`config.mk`:
```
export PLATFORM = sky130hd
export DESIGN_NAME = irc_top
export DESIGN_NICKNAME = d
export VERILOG_FILES = /design/src/irc_pkg.sv /design/src/irc_edge_detect.sv /design/src/irc_tx_drive.sv /design/src/irc_top.sv
export SDC_FILE = /design/constraint.sdc
export NUM_CORES = 1
export LEC_CHECK = 0
export BUFFER_PORTS_ARGS = -buffer_cell sky130_fd_sc_hd__clkbuf_2
export CAP_MARGIN = 10
export CORE_MARGIN = 2
export CORE_UTILIZATION = 36
export DETAILED_ROUTE_END_ITERATION = 10
export PLACE_DENSITY = 0.82
export SLEW_MARGIN = 5
export SYNTH_ARGS = -nofsm -noshare
export SYNTH_HDL_FRONTEND = slang
export SYNTH_SLANG_ARGS = --single-unit
```
`constraint.sdc`:
```
create_clock -name ref_clk -period 1.15 [get_ports ref_clk]
set_input_delay 0.0575 -clock ref_clk [delete_from_list [all_inputs] [get_ports ref_clk]]
set_output_delay 0.0575 -clock ref_clk [all_outputs]
set_load 0.03 [all_outputs]
```
`src/irc_pkg.sv`:
```
// constants shared by the infrared control block
// assumes a 32-bit avalon-mm slave port and synchronous pins
`default_nettype none
package irc_pkg;
	// register byte offsets
	localparam logic [3:0] IRC_CTRL_OFS = 4'h0;
	localparam logic [3:0] IRC_STAT_OFS = 4'h4;
	// control field positions
	localparam int IRC_EN_BIT    = 0;
	localparam int IRC_DIR_BIT   = 1;
	localparam int IRC_POL_BIT   = 2;
	localparam int IRC_MOD_BIT   = 3;
	localparam int IRC_RXSEL_LO  = 4;
	localparam int IRC_ENV_LO    = 8;
	// status field positions
	localparam int IRC_ST_TX_BIT  = 0;
	localparam int IRC_ST_ENV_BIT = 1;
	localparam int IRC_ST_RX_BIT  = 2;
	localparam int IRC_ST_CAP_BIT = 3;
	// reset value and writable bits of the control word, and reset value of the status word
	localparam logic [15:0] IRC_CTRL_RST   = 16'h0000;
	localparam logic [15:0] IRC_CTRL_WMASK = 16'h033F;
	localparam logic [3:0]  IRC_STAT_RST   = 4'h0;
	// receive edge choices
	typedef enum logic [1:0] {
		IRC_EDGE_FALL = 2'h0,
		IRC_EDGE_RISE = 2'h1,
		IRC_EDGE_BOTH = 2'h2,
		IRC_EDGE_NONE = 2'h3
	} irc_edge_t;
	// envelope output modes
	typedef enum logic [1:0] {
		IRC_ENV_OFF = 2'h0,
		IRC_ENV_A   = 2'h1,
		IRC_ENV_B   = 2'h2,
		IRC_ENV_RSV = 2'h3
	} irc_env_t;
	// bus handshake states, one-hot
	typedef enum logic [1:0] {
		IRC_BUS_IDLE = 2'b01,
		IRC_BUS_ACK  = 2'b10
	} irc_bus_t;
endpackage
`default_nettype wire

```
`src/irc_edge_detect.sv`:
```
// receive edge qualifier for the infrared control block
// assumes the receive pin is already synchronous to ref_clk
`default_nettype none
module irc_edge_detect
	import irc_pkg::*;
(
	input  wire logic       ref_clk,
	input  wire logic       rst,
	input  wire logic       level,
	input  wire logic [1:0] edge_sel,
	input  wire logic       arm,
	output logic            capture,
	output logic            last_level
);
	logic rose;
	logic fell;

	// previous level, tracked even when unarmed so arming sees no false edge
	always_ff @(posedge ref_clk) begin
		if (rst) begin
			last_level <= 1'b0;
		end else begin
			last_level <= level;
		end
	end

	assign rose = level & ~last_level;
	assign fell = ~level & last_level;

	// edge choice decode
	always_comb begin
		capture = 1'b0;
		if (arm) begin
			case (irc_edge_t'(edge_sel))
				IRC_EDGE_FALL: capture = fell;
				IRC_EDGE_RISE: capture = rose;
				IRC_EDGE_BOTH: capture = rose | fell;
				default:       capture = 1'b0;
			endcase
		end
	end
endmodule
`default_nettype wire

```
`src/irc_tx_drive.sv`:
```
// output stage: carrier pin and envelope pin, both registered
// assumes carrier arrives from an outside generator, synchronous to ref_clk
`default_nettype none
module irc_tx_drive
	import irc_pkg::*;
(
	input  wire logic       ref_clk,
	input  wire logic       rst,
	input  wire logic       unit_on,
	input  wire logic       transmit_mode,
	input  wire logic       polarity,
	input  wire logic       modulation,
	input  wire logic [1:0] env_mode,
	input  wire logic       carrier,
	output logic            carrier_pin,
	output logic            envelope_pin
);
	// carrier gating; idle level is the polarity bit itself
	always_ff @(posedge ref_clk) begin
		if (rst) begin
			carrier_pin <= 1'b0;
		end else if (!unit_on) begin
			carrier_pin <= 1'b0;
		end else if (transmit_mode && modulation) begin
			carrier_pin <= carrier ^ polarity;
		end else begin
			carrier_pin <= polarity;
		end
	end

	// envelope follows the modulation bit, flipped by polarity
	always_ff @(posedge ref_clk) begin
		if (rst) begin
			envelope_pin <= 1'b0;
		end else if (unit_on && (env_mode == IRC_ENV_A || env_mode == IRC_ENV_B)) begin
			envelope_pin <= modulation ^ polarity;
		end else begin
			envelope_pin <= 1'b0;
		end
	end
endmodule
`default_nettype wire

```
`src/irc_top.sv`:
```
// infrared control block: control register, capture and output drive
// assumes an avalon-mm master with waitrequest and synchronous pins;
// the carrier generator sits outside and feeds carrier_in
//
// The implementer's own choices: the Avalon-MM interface to the registers and the register offsets.
`default_nettype none

module irc_top
	import irc_pkg::*;
#(
	parameter int ADDR_W = 4
) (
	input  wire logic              ref_clk,
	input  wire logic              rst,
	input  wire logic [ADDR_W-1:0] avs_address,
	input  wire logic              avs_read,
	input  wire logic              avs_write,
	input  wire logic [31:0]       avs_writedata,
	input  wire logic [3:0]        avs_byteenable,
	output logic      [31:0]       avs_readdata,
	output logic                   avs_waitrequest,
	input  wire logic              carrier_in,
	input  wire logic              receive_input_pin,
	output logic                   carrier_output_pin,
	output logic                   envelope_output_pin
);
	irc_bus_t    bus_state;
	logic [15:0] infrared_control;
	logic [15:0] next_control;
	logic        capture_seen;
	logic        capture;
	logic        rx_last;
	logic        access;
	logic        wr_ctrl;
	logic        wr_stat;
	logic        infrared_unit_enable;
	logic        direction_select;
	logic        transmit_polarity;
	logic        modulation_bit;
	logic [1:0]  receive_edge_select;
	logic [1:0]  envelope_output_mode;
	logic [31:0] read_word;

	// field views of the control word
	assign infrared_unit_enable = infrared_control[IRC_EN_BIT];
	assign direction_select     = infrared_control[IRC_DIR_BIT];
	assign transmit_polarity    = infrared_control[IRC_POL_BIT];
	assign modulation_bit       = infrared_control[IRC_MOD_BIT];
	assign receive_edge_select  = infrared_control[IRC_RXSEL_LO+1:IRC_RXSEL_LO];
	assign envelope_output_mode = infrared_control[IRC_ENV_LO+1:IRC_ENV_LO];

	// offset match, shared by read and write paths
	function automatic logic addr_is(input logic [ADDR_W-1:0] a, input logic [3:0] ofs);
		addr_is = (a == ADDR_W'(ofs));
	endfunction

	// the access completes at the edge where waitrequest is seen low
	assign access  = bus_state == IRC_BUS_ACK;
	assign wr_ctrl = access && avs_write && addr_is(avs_address, IRC_CTRL_OFS);
	assign wr_stat = access && avs_write && addr_is(avs_address, IRC_STAT_OFS);

	// bus handshake: one wait cycle, then the answer for one cycle
	always_ff @(posedge ref_clk) begin
		if (rst) begin
			bus_state       <= IRC_BUS_IDLE;
			avs_waitrequest <= 1'b1;
		end else begin
			case (bus_state)
				IRC_BUS_IDLE: begin
					if (avs_read || avs_write) begin
						bus_state       <= IRC_BUS_ACK;
						avs_waitrequest <= 1'b0;
					end
				end
				IRC_BUS_ACK: begin
					bus_state       <= IRC_BUS_IDLE;
					avs_waitrequest <= 1'b1;
				end
				default: begin
					bus_state       <= IRC_BUS_IDLE;
					avs_waitrequest <= 1'b1;
				end
			endcase
		end
	end

	// read mux; unmapped offsets read zero
	always_comb begin
		read_word = 32'h0000_0000;
		if (addr_is(avs_address, IRC_CTRL_OFS)) begin
			read_word[15:0] = infrared_control;
		end else if (addr_is(avs_address, IRC_STAT_OFS)) begin
			read_word[IRC_ST_TX_BIT]  = carrier_output_pin;
			read_word[IRC_ST_ENV_BIT] = envelope_output_pin;
			read_word[IRC_ST_RX_BIT]  = rx_last;
			read_word[IRC_ST_CAP_BIT] = capture_seen;
		end
	end

	// read data is latched as waitrequest falls and holds until the next read
	always_ff @(posedge ref_clk) begin
		if (rst) begin
			avs_readdata <= 32'h0000_0000;
		end else if (bus_state == IRC_BUS_IDLE && avs_read) begin
			avs_readdata <= read_word;
		end
	end

	// next control word: byte-lane writes, then hardware capture on top
	always_comb begin
		next_control = infrared_control;
		if (wr_ctrl && avs_byteenable[0]) begin
			next_control[7:0] = avs_writedata[7:0] & IRC_CTRL_WMASK[7:0];
		end
		if (wr_ctrl && avs_byteenable[1]) begin
			next_control[15:8] = avs_writedata[15:8] & IRC_CTRL_WMASK[15:8];
		end
		// capture beats a same-cycle software write so no sample is lost
		if (capture) begin
			next_control[IRC_MOD_BIT] = receive_input_pin;
		end
	end

	// control register
	always_ff @(posedge ref_clk) begin
		if (rst) begin
			infrared_control <= IRC_CTRL_RST;
		end else begin
			infrared_control <= next_control;
		end
	end

	// sticky capture flag, write one to clear; a new capture wins
	always_ff @(posedge ref_clk) begin
		if (rst) begin
			capture_seen <= IRC_STAT_RST[IRC_ST_CAP_BIT];
		end else if (capture) begin
			capture_seen <= 1'b1;
		end else if (wr_stat && avs_byteenable[0] && avs_writedata[IRC_ST_CAP_BIT]) begin
			capture_seen <= 1'b0;
		end
	end

	// capture armed only when enabled and receiving
	irc_edge_detect u_edge (
		.ref_clk    (ref_clk),
		.rst        (rst),
		.level      (receive_input_pin),
		.edge_sel   (receive_edge_select),
		.arm        (infrared_unit_enable && !direction_select),
		.capture    (capture),
		.last_level (rx_last)
	);

	// pin drive; transmit gating lives in the output stage
	irc_tx_drive u_drive (
		.ref_clk       (ref_clk),
		.rst           (rst),
		.unit_on       (infrared_unit_enable),
		.transmit_mode (direction_select),
		.polarity      (transmit_polarity),
		.modulation    (modulation_bit),
		.env_mode      (envelope_output_mode),
		.carrier       (carrier_in),
		.carrier_pin   (carrier_output_pin),
		.envelope_pin  (envelope_output_pin)
	);
endmodule
`default_nettype wire

```
==> metrics <==
ys async rst share=0%; clock group share of total power=34.4%; largest net degree at the start of global routing=15; period utilisation layout=112%; Synth top area share=38.7%; final hold vios=0; # setup viols final=10; Pre-antenna DRT Iters=4; status=complete, but fails checks; initial core utilization=37.6%; path type of the worst setup path=register to register; min cycle time layout=1.28 ns; detailed-route wire length=2640 microns; die area=3620 sq um; Cell variety after synth=33; Synth Register Bits=22; Crit-path slowest cell=dfxtp_2; Synth Instances=128; most instantiated cells after synthesis=24 x buf_4, 22 x dfxtp_1, 19 x nor2_1, 7 x inv_1; root buf cell=clkbuf_4; Die Ht=60.2 microns; layout cells sized above 1=39.0%; WP data required=1.41 ns; Pleak=0.720 nW; Die W=60.2 microns; First DRT Iteration DRCs=13; CP Cell Sequence=ha_4 -> nor2b_1 -> a211o_1 -> a41o_1 -> a21oi_2; violated checks=setup timing; Final HPWL DP=1850 microns; worst skew pair latency=0.31 ns; row count=20; worst hold path class=input pin to register; Logic pwr share=20.2%; final worst slack=-0.135 ns; vias post-DR=977; sequential fraction of the synthesis area=38.7%; post-synth top area cell=dfxtp_1; Flop pwr share=45.4%; CTS Buf Count=3; maximum VDD drop=0.541 mV; Slew Limit Fails=0; Diodes inserted=0; final core occ=50.8%; critical path peak fanout=3; DRT antenna net count=0; ys flop type=dfxtp_1; Fmax achieved=778 MHz; internal power=1.25 mW; number of port buffers=30; Critical Path Sink Type=register; Area Growth Syn to Fin=35.2%; Power Density=1140 nW/um^2; Crit path max-delay family=compound AO/OA/AOI/OAI gates; clock buffer depth=2; Fin Hold WS=0.00649 ns; yosys warns=0; P_sw=501 uW; routed len/inst=11.9 microns; filler instances=305; htree depth=1; Clk pin slew, worst setup/hold paths=0.13 ns; Post-Route Skew=0.00130 ns; gr ovfl total=0; CP max stage delay=0.36 ns; RSZ-0062 raised after global routing=yes; switching share of power=28.6%; first-pass GRT wire length=4070 microns; Via density=4.42; total chip power=1.76 mW; most frequent cell after synthesis=buf_4; syn_area_per_cell=8.89 sq um; core area=3030 sq um; Routability Congestion=0.867; CTS tree=built; GRT Total Usage=15.2%; vias in the first global route=889; Synth area leaders=dfxtp_1 39%, buf_4 16%, nor2_1 6.3%; number of antenna violations at the first check in global routing=0; worst path buffer plus inverter count=0; arrival time of the worst setup path=1.55 ns; Post-synth EDFFs=0; Post-Syn Area=1140 sq um; Startpoint Class=register; # IOs=81; Max-Cap Viols=0; DRC violations left=0; Final nets=226; clock sink total=22
cells in the final DEF (no fill, tap or decap), types with 2 or more instances in the layout:
cell,count
nand2b_1,2
dlygate4sd3_1,5
a22oi_1,2
clkbuf_4,3
inv_1,6
conb_1,24
clkbuf_2,30
nor3_1,5
o21ai_1,2
mux2i_1,5
nor2_1,18
dfxtp_1,19
a22oi_2,2
dfxtp_2,2
a21oi_2,3
nand4b_1,3
xnor2_1,2
a221oi_2,2
buf_4,9
a221oi_1,2
a21oi_1,2
buf_6,4
nand2_2,2
cell type report:
class	instances	area, sq um	area share [%]
Inverter	7	26.3	1.71
Tap cell	44	55.1	3.58
Clock inverter	1	30.0	1.95
Multi-Input combinational cell	95	624	40.6
Timing Repair Buffer	49	333	21.6
Clock buffer	3	22.5	1.46
Sequential cell	22	447	29.0
registers in the layout, indices dropped and copies added (netlist names):
| register | cells |
|---|---|
| infrared_control | 8 |
| u_drive.envelope_pin | 1 |
| avs_readdata | 8 |
| capture_seen | 1 |
| bus_state | 2 |
| u_edge.last_level | 1 |
| u_drive.carrier_pin | 1 |
path summary, 6_finish.rpt:
kind	endpoint	slack, ns	cells past startpoint	startpoint
max	infrared_control[3]	-0.13	5	u_edge.last_level
min reg2reg	avs_readdata[1]	0.50	2	avs_readdata[1]
max reg2reg	infrared_control[3]	-0.13	5	u_edge.last_level
min	infrared_control[0]	0.006	3	avs_writedata[0]
routing by layer:
metal / part of all wire (%) / routed length [microns] / track usage [%]
met4: 1.7 / 45 / 2.86
met5: 0 / 0 / 0
met1: 43 / 1130 / 18.7
met2: 51 / 1340 / 26.9
met3: 4.5 / 119 / 3.46
metrics by stage:
step	setup WS, ns	setup TNS (ns)	std cells	area, sq um
after floorplan	-0.186	-0.584	151	1230
after global placement	-0.158	-1.58	208	1310
after detailed placement	-0.221	-2.02	208	1310
after CTS	-0.126	-0.238	221	1500
after global routing	-0.171	-1.28	221	1540
final	-0.135	-0.341	221	1540
worst reg2reg max path, cell delays in order (launching register included):
cell and delay [ns]:
dfxtp_2 0.36, ha_4 0.15, nor2b_1 0.12, a211o_1 0.29, a41o_1 0.23, a21oi_2 0.09
cell families after synthesis:
kind of cell    share of synthesized area, %
compound gates                          12.5
xor+xnor                                2.31
fa+ha+maj                               2.20
buf+inv                                 19.8
flops                                   38.7
mux                                     4.40
other cells                            0.330
simple gates                            19.7
timing repair:
action                     4_1_cts  5_1_grt
setup endpoints to repair       12       17
buffers inserted                 4        0
hold buffers                     5        0
pin swaps                        4        2
hold endpoints to repair         5        0
resized for setup               12       12
power groups by stage:
stage                     registers, mW  clock network, mW  logic [mW]
final                             0.798              0.603       0.355
after global routing              0.802              0.637       0.383
after floorplan                   0.844                  0       0.242
after global placement            0.813                  0       0.296
after CTS                         0.797              0.608       0.338
after detailed placement          0.815                  0       0.301
Power figures use the tool's default switching activity.
